### src/verilog/lird_defines.vh
// constants of the legacy compatible idle, repeat and bit-op decoder
// Operation
// - idle stops fetch and execution until an unmasked interrupt arrives
// - idle leaves the global interrupt mask bit untouched
// - wake with mask set resumes at the word after idle, no vector
// - wake with mask clear vectors, services the interrupt, then resumes
// - second idle halts likewise but only an external interrupt ends it
// - repeat counter is 16 bits, memory count gives up to 65536 runs
// - repeat with 16-bit immediate is two words; decoder fetches the count
// - serial mode bits live only in the serial control register
// - frame format is bit 2, sync mode bit 3, transmit mode bit 5
// - or-op sets, and-op clears any mix of bits; others stay unchanged
// - xor-op toggles selected serial control bits in one read-modify-write
// - one add covers short immediate, long immediate and high-half memory
// - every legacy operation maps to a native instruction or format
// - normalize updates its aux register late, on the pointer then current
// - a discontinuity takes four cycles, a delayed one takes two
`ifndef LIRD_DEFINES_VH
`define LIRD_DEFINES_VH
// -----------------------------------------------------------------
// opcode field ir[15:12]
// -----------------------------------------------------------------
`define LIRD_OP_NOP      4'h0
`define LIRD_OP_IDLE     4'h1
`define LIRD_OP_HALT_UNTIL_EXTERNAL_INT_OP    4'h2
`define LIRD_OP_RPT_K    4'h3
`define LIRD_OP_RPT_L    4'h4
`define LIRD_OP_RPT_M    4'h5
`define LIRD_OP_ADD_K    4'h6
`define LIRD_OP_ADD_L    4'h7
`define LIRD_OP_ADD_M    4'h8
`define LIRD_OP_OPL      4'h9
`define LIRD_OP_APL      4'hA
`define LIRD_OP_XPL      4'hB
`define LIRD_OP_LDP      4'hC
`define LIRD_OP_CONDITIONAL_BRANCH_OP     4'hD
`define LIRD_OP_CTRLBIT  4'hE
`define LIRD_OP_NORMALIZE_OP     4'hF
// -----------------------------------------------------------------
// instruction fields
// -----------------------------------------------------------------
`define LIRD_F_ALT       11
`define LIRD_F_SHIFT16   8
`define LIRD_F_SETBIT    8
`define LIRD_F_DELAYED   7
`define LIRD_CB_GIM      2'h0
`define LIRD_CB_OVM      2'h1
`define LIRD_CB_SXM      2'h2
`define LIRD_CB_CARRY    2'h3
`define LIRD_CC_ALWAYS   4'h0
`define LIRD_CC_EQ       4'h1
`define LIRD_CC_NEQ      4'h2
`define LIRD_CC_LT       4'h3
`define LIRD_CC_GT       4'h4
`define LIRD_CC_GEQ      4'h5
`define LIRD_CC_LEQ      4'h6
`define LIRD_CC_C        4'h7
`define LIRD_CC_NC       4'h8
// -----------------------------------------------------------------
// data space and serial control bits
// -----------------------------------------------------------------
`define LIRD_SPC_DADDR   7'h22
`define LIRD_DMEM_OFS    3'h6
`define LIRD_SPC_FMT     16'h0004
`define LIRD_SPC_FSM     16'h0008
`define LIRD_SPC_TXM     16'h0020
`define LIRD_SPC_RST     16'h0000
// -----------------------------------------------------------------
// flow control
// -----------------------------------------------------------------
`define LIRD_RESET_PC    16'h0000
`define LIRD_VEC_BASE    16'h0002
`define LIRD_DISC_FLUSH  2'h2
`define LIRD_DLY_FLUSH   2'h0
`define LIRD_NORMALIZE_OP_LAG    2'h2
// -----------------------------------------------------------------
// register offsets (word indexes matched against avs_address[5:2]) and status bits
// -----------------------------------------------------------------
`define LIRD_REG_CTRL    4'h0
`define LIRD_REG_IMR     4'h1
`define LIRD_REG_SPC     4'h2
`define LIRD_REG_STATUS  4'h3
`define LIRD_REG_PC      4'h4
`define LIRD_REG_RPT     4'h5
`define LIRD_REG_ACC_LO  4'h6
`define LIRD_REG_ACC_HI  4'h7
`define LIRD_REG_AR      4'h8
`define LIRD_CTRL_RST    1'h1
`define LIRD_ST_GIM      0
`define LIRD_ST_OVM      1
`define LIRD_ST_SXM      2
`define LIRD_ST_CARRY    3
`define LIRD_ST_HALTED   4
`define LIRD_ST_EXTONLY  5
`define LIRD_ST_RPT      6
`endif

### src/verilog/lird_rpt_counter.v
// repeat counter: loads a count and steps down once per repeated run
`timescale 1ns/100ps
`default_nettype none
module lird_rpt_counter #(
	parameter W = 16
) (
	input  wire         clk_sys,
	input  wire         reset_n,
	input  wire         load,
	input  wire [W-1:0] load_val,
	input  wire         dec,
	output wire [W-1:0] count,
	output wire         busy
);
	reg [W-1:0] cnt_q;

	// count down per run; busy drops at zero so fetch resumes
	always @(posedge clk_sys or negedge reset_n) begin
		if (!reset_n) begin
			cnt_q <= {W{1'b0}};
		end else if (load) begin
			cnt_q <= load_val; // full width counter
		end else if (dec) begin
			cnt_q <= cnt_q - {{(W-1){1'b0}}, 1'b1};
		end
	end

	assign count = cnt_q;
	assign busy  = |cnt_q;
endmodule
`default_nettype wire

### src/verilog/lird_core.v
// decode and control core: idle, repeat, bit ops and folded legacy forms
//
// Decided for this implementation: the placing of the registers and register access over Avalon-MM.
`timescale 1ns/100ps
`default_nettype none
`include "lird_defines.vh"
module lird_core #(
	parameter NUM_INT      = 4,
	parameter EXT_INT_MASK = 4'hC
) (
	input  wire                clk_sys,
	input  wire                reset_n,
	input  wire [5:0]          avs_address,
	input  wire                avs_read,
	input  wire                avs_write,
	input  wire [31:0]         avs_writedata,
	output wire [31:0]         avs_readdata,
	output wire                avs_waitrequest,
	output wire [15:0]         pm_addr,
	output wire                pm_rd,
	input  wire [15:0]         pm_data,
	input  wire [NUM_INT-1:0]  int_req,
	output wire                int_ack,
	output wire [3:0]          int_id,
	output wire                halted
);
	// -----------------------------------------------------------------
	// states, one-hot
	// -----------------------------------------------------------------
	localparam [6:0] S_FETCH = 7'h01;
	localparam [6:0] S_DEC   = 7'h02;
	localparam [6:0] S_OPF   = 7'h04;
	localparam [6:0] S_OPD   = 7'h08;
	localparam [6:0] S_EXEC  = 7'h10;
	localparam [6:0] S_HALT  = 7'h20;
	localparam [6:0] S_FLUSH = 7'h40;
	reg  [6:0]  st_q;
	reg  [15:0] pc_q, ir_q, opnd_q, stack_q, pm_addr_q;
	reg         pm_rd_q, int_ack_q;
	reg  [3:0]  int_id_q;
	reg  [31:0] acc_q;
	reg         carry_q, gim_q, ovm_q, sxm_q, ext_only_q;
	reg  [8:0]  dp_q;
	reg  [2:0]  arp_q;
	reg  [1:0]  flush_q, normalize_op_cnt_q;
	reg  [15:0] spc_q;
	reg  [15:0] ar_q [0:7];
	reg  [15:0] dmem_q [0:15];
	reg         wait_q, run_q;
	reg  [NUM_INT-1:0] imr_q;
	reg  [31:0] rdata_q;
	integer     i, k;
	// -----------------------------------------------------------------
	// decode helpers
	// -----------------------------------------------------------------
	wire [3:0]  op      = ir_q[15:12];
	wire [3:0]  pm_op   = pm_data[15:12];
	wire        two_word = (pm_op == `LIRD_OP_RPT_L) ||
	                       (pm_op == `LIRD_OP_ADD_L) ||
	                       (pm_op == `LIRD_OP_OPL) ||
	                       (pm_op == `LIRD_OP_APL) ||
	                       (pm_op == `LIRD_OP_XPL) ||
	                       (pm_op == `LIRD_OP_CONDITIONAL_BRANCH_OP);
	// control register reachable by instructions only on data page zero
	wire        spc_hit = (dp_q == 9'h000) &&
	                      (ir_q[6:0] == `LIRD_SPC_DADDR);
	wire        dm_hit  = (dp_q == 9'h000) &&
	                      (ir_q[6:4] == `LIRD_DMEM_OFS);
	wire [15:0] mem_rd  = spc_hit ? spc_q :
	                      (dm_hit ? dmem_q[ir_q[3:0]] : 16'h0000);
	wire        in_exec = (st_q == S_EXEC);
	// repeat counter hookup; a running repeat blocks reloading
	wire        rpt_busy;
	wire [15:0] rpt_count;
	wire        rpt_op  = (op == `LIRD_OP_RPT_K) ||
	                      (op == `LIRD_OP_RPT_L) ||
	                      (op == `LIRD_OP_RPT_M);
	wire        rpt_load = in_exec && rpt_op && !rpt_busy;
	wire        rpt_dec  = in_exec && rpt_busy;
	// short, long (second word) or data memory count
	wire [15:0] rpt_val = (op == `LIRD_OP_RPT_K) ? {8'h00, ir_q[7:0]} :
	                      ((op == `LIRD_OP_RPT_L) ? opnd_q : mem_rd);
	lird_rpt_counter #(.W(16)) u_rpt (
		.clk_sys  (clk_sys),
		.reset_n  (reset_n),
		.load     (rpt_load),
		.load_val (rpt_val),
		.dec      (rpt_dec),
		.count    (rpt_count),
		.busy     (rpt_busy)
	);
	// -----------------------------------------------------------------
	// add operand folding and condition test
	// -----------------------------------------------------------------
	reg  [31:0] add_opnd;
	reg         cond_ok;
	// one add, format picks short, long or high-half operand
	always @* begin
		case (op)
		`LIRD_OP_ADD_K: add_opnd = {24'h000000, ir_q[7:0]};
		`LIRD_OP_ADD_L: add_opnd = {16'h0000, opnd_q};
		default: begin
			if (ir_q[`LIRD_F_SHIFT16])
				add_opnd = {mem_rd, 16'h0000};
			else if (sxm_q)
				add_opnd = {{16{mem_rd[15]}}, mem_rd};
			else
				add_opnd = {16'h0000, mem_rd};
		end
		endcase
	end
	wire [32:0] add_sum = {1'b0, acc_q} + {1'b0, add_opnd};
	// legacy branch family folded into one conditional branch
	always @* begin
		case (ir_q[11:8])
		`LIRD_CC_ALWAYS: cond_ok = 1'b1;
		`LIRD_CC_EQ:     cond_ok = (acc_q == 32'h00000000);
		`LIRD_CC_NEQ:    cond_ok = (acc_q != 32'h00000000);
		`LIRD_CC_LT:     cond_ok = acc_q[31];
		`LIRD_CC_GT:     cond_ok = !acc_q[31] && (|acc_q);
		`LIRD_CC_GEQ:    cond_ok = !acc_q[31];
		`LIRD_CC_LEQ:    cond_ok = acc_q[31] || !(|acc_q);
		`LIRD_CC_C:      cond_ok = carry_q;
		`LIRD_CC_NC:     cond_ok = !carry_q;
		default:         cond_ok = 1'b0;
		endcase
	end
	// -----------------------------------------------------------------
	// interrupt priority: lowest pending index wins
	// -----------------------------------------------------------------
	wire [NUM_INT-1:0] pend     = int_req & imr_q;
	wire [NUM_INT-1:0] ext_mask = EXT_INT_MASK[NUM_INT-1:0];
	reg  [3:0] int_sel;
	always @* begin
		int_sel = 4'h0;
		for (k = NUM_INT - 1; k >= 0; k = k - 1) begin
			if (pend[k])
				int_sel = k[3:0];
		end
	end
	// taken only with the mask clear and no repeat in flight
	wire int_go = (|pend) && !gim_q && !rpt_busy;
	// second idle listens to external sources only
	wire wake   = ext_only_q ? (|(pend & ext_mask)) : (|pend);
	wire [2:0] arp_next = (op == `LIRD_OP_NORMALIZE_OP && ir_q[`LIRD_F_ALT]) ?
	                      ir_q[2:0] : arp_q;
	wire [15:0] rmw_val = (op == `LIRD_OP_OPL) ? (mem_rd | opnd_q) :
	                      ((op == `LIRD_OP_APL) ? (mem_rd & opnd_q) :
	                      (mem_rd ^ opnd_q));
	wire bus_wr   = avs_write && !wait_q;
	// -----------------------------------------------------------------
	// core sequencer
	// -----------------------------------------------------------------
	always @(posedge clk_sys or negedge reset_n) begin
		if (!reset_n) begin
			st_q       <= S_FETCH;
			pc_q       <= `LIRD_RESET_PC;
			ir_q       <= 16'h0000;
			opnd_q     <= 16'h0000;
			stack_q    <= 16'h0000;
			pm_addr_q  <= 16'h0000;
			pm_rd_q    <= 1'b0;
			int_ack_q  <= 1'b0;
			int_id_q   <= 4'h0;
			acc_q      <= 32'h00000000;
			carry_q    <= 1'b0;
			gim_q      <= 1'b1;
			ovm_q      <= 1'b0;
			sxm_q      <= 1'b0;
			ext_only_q <= 1'b0;
			dp_q       <= 9'h000;
			arp_q      <= 3'h0;
			flush_q    <= 2'h0;
			normalize_op_cnt_q <= 2'h0;
			spc_q      <= `LIRD_SPC_RST;
			for (i = 0; i < 8; i = i + 1)
				ar_q[i] <= 16'h0000;
			for (i = 0; i < 16; i = i + 1)
				dmem_q[i] <= 16'h0000;
		end else begin
			int_ack_q <= 1'b0;
			case (st_q)
			S_FETCH: begin
				if (int_go) begin
					// vector: save return, mask further, flush
					stack_q   <= pc_q;
					pc_q      <= `LIRD_VEC_BASE + {11'h000, int_sel, 1'b0};
					gim_q     <= 1'b1;
					int_ack_q <= 1'b1;
					int_id_q  <= int_sel;
					flush_q   <= `LIRD_DISC_FLUSH;
					st_q      <= S_FLUSH;
				end else if (run_q) begin
					pm_rd_q   <= 1'b1;
					pm_addr_q <= pc_q;
					st_q      <= S_DEC;
				end
			end
			S_DEC: begin
				pm_rd_q <= 1'b0;
				ir_q    <= pm_data;
				pc_q    <= pc_q + 16'h0001;
				// long forms pull a second word first
				st_q    <= two_word ? S_OPF : S_EXEC;
			end
			S_OPF: begin
				pm_rd_q   <= 1'b1;
				pm_addr_q <= pc_q;
				st_q      <= S_OPD;
			end
			S_OPD: begin
				pm_rd_q <= 1'b0;
				opnd_q  <= pm_data;
				pc_q    <= pc_q + 16'h0001;
				st_q    <= S_EXEC;
			end
			S_EXEC: begin
				// stay here while repeats remain, refetch at zero
				if (!rpt_busy)
					st_q <= S_FETCH;
				// deferred normalize write lands on the next pointer (arp_next), a same-cycle load included
				if (normalize_op_cnt_q != 2'h0) begin
					normalize_op_cnt_q <= normalize_op_cnt_q - 2'h1;
					if (normalize_op_cnt_q == 2'h1)
						ar_q[arp_next] <= ar_q[arp_next] + 16'h0001;
				end
				case (op)
				`LIRD_OP_IDLE, `LIRD_OP_HALT_UNTIL_EXTERNAL_INT_OP: begin
					// halt, mask kept, pc past idle
					ext_only_q <= (op == `LIRD_OP_HALT_UNTIL_EXTERNAL_INT_OP);
					st_q       <= S_HALT;
				end
				`LIRD_OP_ADD_K, `LIRD_OP_ADD_L, `LIRD_OP_ADD_M: begin
					{carry_q, acc_q} <= add_sum;
				end
				`LIRD_OP_OPL, `LIRD_OP_APL, `LIRD_OP_XPL: begin
					// read-modify-write, others keep value
					if (spc_hit)
						spc_q <= rmw_val; // serial mode bits 2, 3, 5
					else if (dm_hit)
						dmem_q[ir_q[3:0]] <= rmw_val;
				end
				`LIRD_OP_LDP: begin
					if (ir_q[`LIRD_F_ALT]) begin
						pc_q    <= stack_q;
						flush_q <= `LIRD_DISC_FLUSH;
						st_q    <= S_FLUSH;
					end else begin
						dp_q <= ir_q[8:0];
					end
				end
				`LIRD_OP_CONDITIONAL_BRANCH_OP: begin
					if (cond_ok) begin
						pc_q    <= opnd_q;
						// delayed form costs two cycles, else four
						flush_q <= ir_q[`LIRD_F_DELAYED] ?
						           `LIRD_DLY_FLUSH : `LIRD_DISC_FLUSH;
						st_q    <= S_FLUSH;
					end
				end
				`LIRD_OP_CTRLBIT: begin
					// set/clear forms, no serial bits here
					case (ir_q[1:0])
					`LIRD_CB_GIM:   gim_q   <= ir_q[`LIRD_F_SETBIT];
					`LIRD_CB_OVM:   ovm_q   <= ir_q[`LIRD_F_SETBIT];
					`LIRD_CB_SXM:   sxm_q   <= ir_q[`LIRD_F_SETBIT];
					default:        carry_q <= ir_q[`LIRD_F_SETBIT];
					endcase
				end
				`LIRD_OP_NORMALIZE_OP: begin
					if (ir_q[`LIRD_F_ALT]) begin
						arp_q <= ir_q[2:0];
					end else if ((acc_q[31] == acc_q[30]) && (|acc_q)) begin
						acc_q      <= {acc_q[30:0], 1'b0};
						normalize_op_cnt_q <= `LIRD_NORMALIZE_OP_LAG;
					end
				end
				default: ;
				endcase
			end
			S_HALT: begin
				// to fetch: mask set runs on, clear vectors
				if (wake)
					st_q <= S_FETCH;
			end
			S_FLUSH: begin
				if (flush_q == 2'h0)
					st_q <= S_FETCH;
				else
					flush_q <= flush_q - 2'h1;
			end
			default: st_q <= S_FETCH;
			endcase
			// bus write to the control register wins a same-cycle clash
			if (bus_wr && avs_address[5:2] == `LIRD_REG_SPC)
				spc_q <= avs_writedata[15:0];
		end
	end
	// -----------------------------------------------------------------
	// avalon slave: one wait cycle, answer on the second
	// -----------------------------------------------------------------
	// registered waitrequest: glitch free, one wait cycle per access
	always @(posedge clk_sys or negedge reset_n) begin
		if (!reset_n) begin
			wait_q  <= 1'b1;
			run_q   <= `LIRD_CTRL_RST;
			imr_q   <= {NUM_INT{1'b0}};
			rdata_q <= 32'h00000000;
		end else begin
			wait_q <= !((avs_read || avs_write) && wait_q);
			if (bus_wr && avs_address[5:2] == `LIRD_REG_CTRL)
				run_q <= avs_writedata[0];
			if (bus_wr && avs_address[5:2] == `LIRD_REG_IMR)
				imr_q <= avs_writedata[NUM_INT-1:0];
			if (avs_read && wait_q) begin
				case (avs_address[5:2])
				`LIRD_REG_CTRL:   rdata_q <= {31'h0, run_q};
				`LIRD_REG_IMR:    rdata_q <= {{(32-NUM_INT){1'b0}}, imr_q};
				`LIRD_REG_SPC:    rdata_q <= {16'h0000, spc_q};
				`LIRD_REG_STATUS: rdata_q <= {25'h0, rpt_busy, ext_only_q,
				                  (st_q == S_HALT), carry_q, sxm_q, ovm_q,
				                  gim_q};
				`LIRD_REG_PC:     rdata_q <= {16'h0000, pc_q};
				`LIRD_REG_RPT:    rdata_q <= {16'h0000, rpt_count};
				`LIRD_REG_ACC_LO: rdata_q <= {16'h0000, acc_q[15:0]};
				`LIRD_REG_ACC_HI: rdata_q <= {16'h0000, acc_q[31:16]};
				`LIRD_REG_AR:     rdata_q <= {16'h0000, ar_q[arp_q]};
				default:          rdata_q <= 32'h00000000;
				endcase
			end
		end
	end
	assign avs_readdata    = rdata_q;
	assign avs_waitrequest = wait_q;
	assign pm_addr         = pm_addr_q;
	assign pm_rd           = pm_rd_q;
	assign int_ack         = int_ack_q;
	assign int_id          = int_id_q;
	assign halted          = st_q[5];
endmodule
`default_nettype wire

### config.mk
export PLATFORM = sky130hd
export DESIGN_NAME = lird_core
export DESIGN_NICKNAME = d
export VERILOG_FILES = /design/src/verilog/lird_rpt_counter.v /design/src/verilog/lird_core.v
export VERILOG_INCLUDE_DIRS = /design/src /design/src/verilog
export SDC_FILE = /design/constraint.sdc
export NUM_CORES = 1
export LEC_CHECK = 0
export BUFFER_PORTS_ARGS = -buffer_cell sky130_fd_sc_hd__buf_2
export CAP_MARGIN = 20
export CORE_MARGIN = 1
export CORE_UTILIZATION = 59
export CTS_CLUSTER_SIZE = 14
export DETAILED_ROUTE_END_ITERATION = 8
export PLACE_DENSITY = 0.74
export SETUP_SLACK_MARGIN = 0.05
export SLEW_MARGIN = 25
export SYNTH_ARGS = -nofsm -noshare
export SYNTH_HDL_FRONTEND = slang
export SYNTH_SLANG_ARGS = --single-unit
### constraint.sdc
create_clock -name clk_sys -period 11.4 [get_ports clk_sys]
set_input_delay 1.14 -clock clk_sys [delete_from_list [all_inputs] [get_ports clk_sys]]
set_output_delay 1.14 -clock clk_sys [all_outputs]
set_load 0.01 [all_outputs]
==> flow_summary_export.csv <==
group,metric,value,unit
global_routing,grt_pass1_vias,25800,
sta,tightest_slew,1.05,ns
synthesis,yosysWarnings,0,
pwr,irDropWorstVdd,130,uV
drt,viasPerCell,6.66,
pwr,intPower,4.07,mW
synthesis,syn_area,32000,um2
cts,cts-buffers-inserted,66,
placed_design,gp_congestion,0.977,
pwr,pwr-share-seq,0.381,
synthesis,yosysMostFrequentCell,"nand2_1",
cts,cts_hold_buf,0,
pwr,p_switching,2.25,mW
worst_setup_path,reg2reg_slack,4.79,ns
synthesis,avgSynthCellArea,9.81,um2
worst_setup_path,worst_path_dominant_cell_family,"compound AO/OA/AOI/OAI gates",
floorplan,core,53100,um2
worst_setup_path,critPathRequiredTime,11.92,ns
sta,slew_headroom,0.298,
run_status,status,"finished clean",
sta,fin_crit,6.61,ns
floorplan,start_util,0.602,
drt,routedWlPerCell,24.9,um
finish,top_regs,"dmem_q x256, ar_q x128, acc_q x32",
finish,multi_input_area,16200,um2
cts,cts-root-buf,"clkbuf_16",
synthesis,yosysSeqAreaShare,0.456,
synthesis,synth_top_cell_area_share,0.453,
cts,htreeDepth,3,
finish,fin_util,0.660,
pwr,cellPowerDensity,180,nW/um2
synthesis,yosys-top-cells-area,"dfrtp_1, mux4_2, nand2_1",
sta,fmax,151,MHz
cts,clk-insertion-delay-late,0.61,ns
placed_design,dp_slack,4.87,ns
drt,drt-total-wl,99100,um
sta,hold_ws,0.433,ns
floorplan,dieArea,55100,um2
cts,cts_resized,0,
global_routing,grt_antenna_before_repair,4,
sta,drv_slew,0,
synthesis,synth_top_area_cell,"dfrtp_1",
sta,setup_ws,4.79,ns
synthesis,ys_seq_elements,582,
pwr,p_clk_frac,0.345,
floorplan,rows,84,
worst_setup_path,crit_buf_inv,1,
pwr,combPwrFrac,0.274,
sta,hold_viol,0,
global_routing,track_usage,0.361,
sta,finalCritPeriodShare,0.580,
sta,rsz0062_at_grt,"no",
placed_design,port_buffers,81,
synthesis,yosys-top-cells-count,"nand2_1, dfrtp_1, o21ai_0",
worst_setup_path,r2r-end,"acc_q[31]",
synthesis,synth_ff_type,"dfrtp_1",
drt,detail-route-antenna-nets,0,
worst_setup_path,path_cells,"buf_4 > mux4_2 > mux4_2 > a32oi_1 > o21ai_0 > ha_1 > a21o_1 > a21o_1 > a221oi_1 > nand3b_1 > a311oi_1 > o31ai_1 > a21oi_1 > xor2_1 > a221oi_1",
placed_design,place_hpwl,67100,um
worst_setup_path,critPathKind,"register to register",
hold_path,hp-class,"primary input to async pin",
worst_setup_path,slowest_delay,0.80,ns
synthesis,synthCells,3258,
synthesis,synthArstFlopShare,1.00,
worst_setup_path,crit_arrival,7.12,ns
worst_setup_path,rr_startpoint,"ir_q[0]",
floorplan,die_h,235,um
floorplan,ios,118,
pwr,power,6.32,mW
cts,clock_sinks,582,
sta,fin_worst_skew,0.0232,ns
synthesis,synth_cell_types,103,
sta,final.setup.tns,0,ns
finish,area.sequential,14600,um2
global_routing,grt_max_degree,137,
finish,syn_to_final_growth,9.60,%
worst_setup_path,path_max_fanout,43,
run,max-cap-violations,0,
cts,cts_tree,"done",
worst_setup_path,cp-start-kind,"register",
drt,drc,0,
global_routing,overflow,0,
finish,drive_gt1_frac,0.172,
cts,clkSlewWorstSetupHoldPaths,0.07,ns
drt,vias,26500,
pwr,swShare,0.356,
finish,fillCellCount,4086,
synthesis,synth_edf_count,0,
sta,finalSetupViolCount,0,
worst_setup_path,r2r_cells,15,
drt,first_iter_violations,2928,
worst_setup_path,end_kind,"register",
drt,dr.pass1.iters,6,
worst_setup_path,cp_slowest_cell,"a32oi_1",
global_routing,grt_pass1_wl,153000,um
cts,ctsLongestPathBuffers,3,
floorplan,die_w,235,um
finish,regMostFlops,"dmem_q",
cts,post_cts_buffers,0,
pwr,p_leak,15.6,nW
finish,fin_nets,3371,
finish,largest_reg_flops,256,
==> how the worst max path moves through the flow <==
stage,to,cells after the start,startpoint,slack [ns]
after global routing,acc_q[31],15,ir_q[0],4.42
after global placement,acc_q[31],15,ir_q[0],4.93
after CTS,acc_q[31],15,ir_q[0],4.85
after detailed placement,acc_q[31],15,ir_q[0],4.87
after floorplan,acc_q[31],18,ir_q[0],6.54
final,acc_q[31],15,ir_q[0],4.79
==> metrics by stage <==
step | area (um2) | std cells
3_5_place_dp | 32800 | 3856
3_3_place_gp | 32700 | 3856
4_1_cts | 35000 | 3971
6_report | 35000 | 3973
2_1_floorplan | 32000 | 3275
5_1_grt | 35000 | 3972
==> area by class of cell <==
cell class	instances	share of cell area
multi-input cells	2381	0.463
flip-flops and latches	582	0.416
clock buffers	92	0.0549
repair buffers	149	0.0275
well taps	688	0.0246
clock inverters	23	0.00821
inverters	57	0.00611
diodes	1	0.0000714
==> layer usage <==
layer / wire [um] / GRT usage
met5: 0 / 0
met1: 40500 / 0.502
met2: 45700 / 0.568
met3: 8800 / 0.0632
met4: 3970 / 0.146
==> kinds of logic (layout without fill, tap and decap cells) <==
| family | count (synthesis) | count (layout) | share of synthesized area |
|---|---|---|---|
| AO/OA/AOI/OAI | 947 | 947 | 0.182 |
| XOR/XNOR | 37 | 37 | 0.0101 |
| adder cells (fa/ha/maj) | 72 | 72 | 0.0284 |
| buffers and inverters | 312 | 321 | 0.0422 |
| flip-flops | 582 | 582 | 0.456 |
| multiplexers | 266 | 266 | 0.135 |
| other | 1 | 19 | 0.000117 |
| AND/OR/NAND/NOR | 1041 | 1041 | 0.146 |
==> cell usage in the layout, fill, tap and decap left out, types with 25 or more instances in the layout <==
| cell type | count |
|---|---|
| mux4_2 | 121 |
| a21oi_1 | 150 |
| a211oi_1 | 33 |
| nor4_1 | 28 |
| mux2_2 | 114 |
| nor3_1 | 26 |
| buf_2 | 80 |
| mux2i_1 | 31 |
| a221oi_1 | 34 |
| inv_1 | 55 |
| nor2b_1 | 25 |
| ha_1 | 71 |
| a22oi_1 | 26 |
| xnor2_1 | 26 |
| clkbuf_16 | 68 |
| dfrtp_1 | 574 |
| nor2_1 | 158 |
| nand2_1 | 616 |
| buf_4 | 65 |
| o21ai_0 | 446 |
| nand3_1 | 33 |
==> power by group through the flow <==
stage	logic [mW]	registers, mW	clock network [mW]
6_report	1.73	2.40	2.18
5_1_grt	1.85	2.41	2.28
4_1_cts	1.69	2.39	2.20
3_5_place_dp	1.68	2.43	0
3_3_place_gp	1.66	2.43	0
2_1_floorplan	1.23	2.30	0
==> worst reg2reg max path, stage by stage (launching register included) <==
cell and delay, ns:
dfrtp_4 0.76, buf_4 0.79, mux4_2 0.62, mux4_2 0.52
a32oi_1 0.80, o21ai_0 0.31, ha_1 0.45, a21o_1 0.20
a21o_1 0.17, a221oi_1 0.32, nand3b_1 0.26, a311oi_1 0.55
o31ai_1 0.20, a21oi_1 0.22, xor2_1 0.09, a221oi_1 0.26
Note: power is estimated with default switching activity, not from simulation.
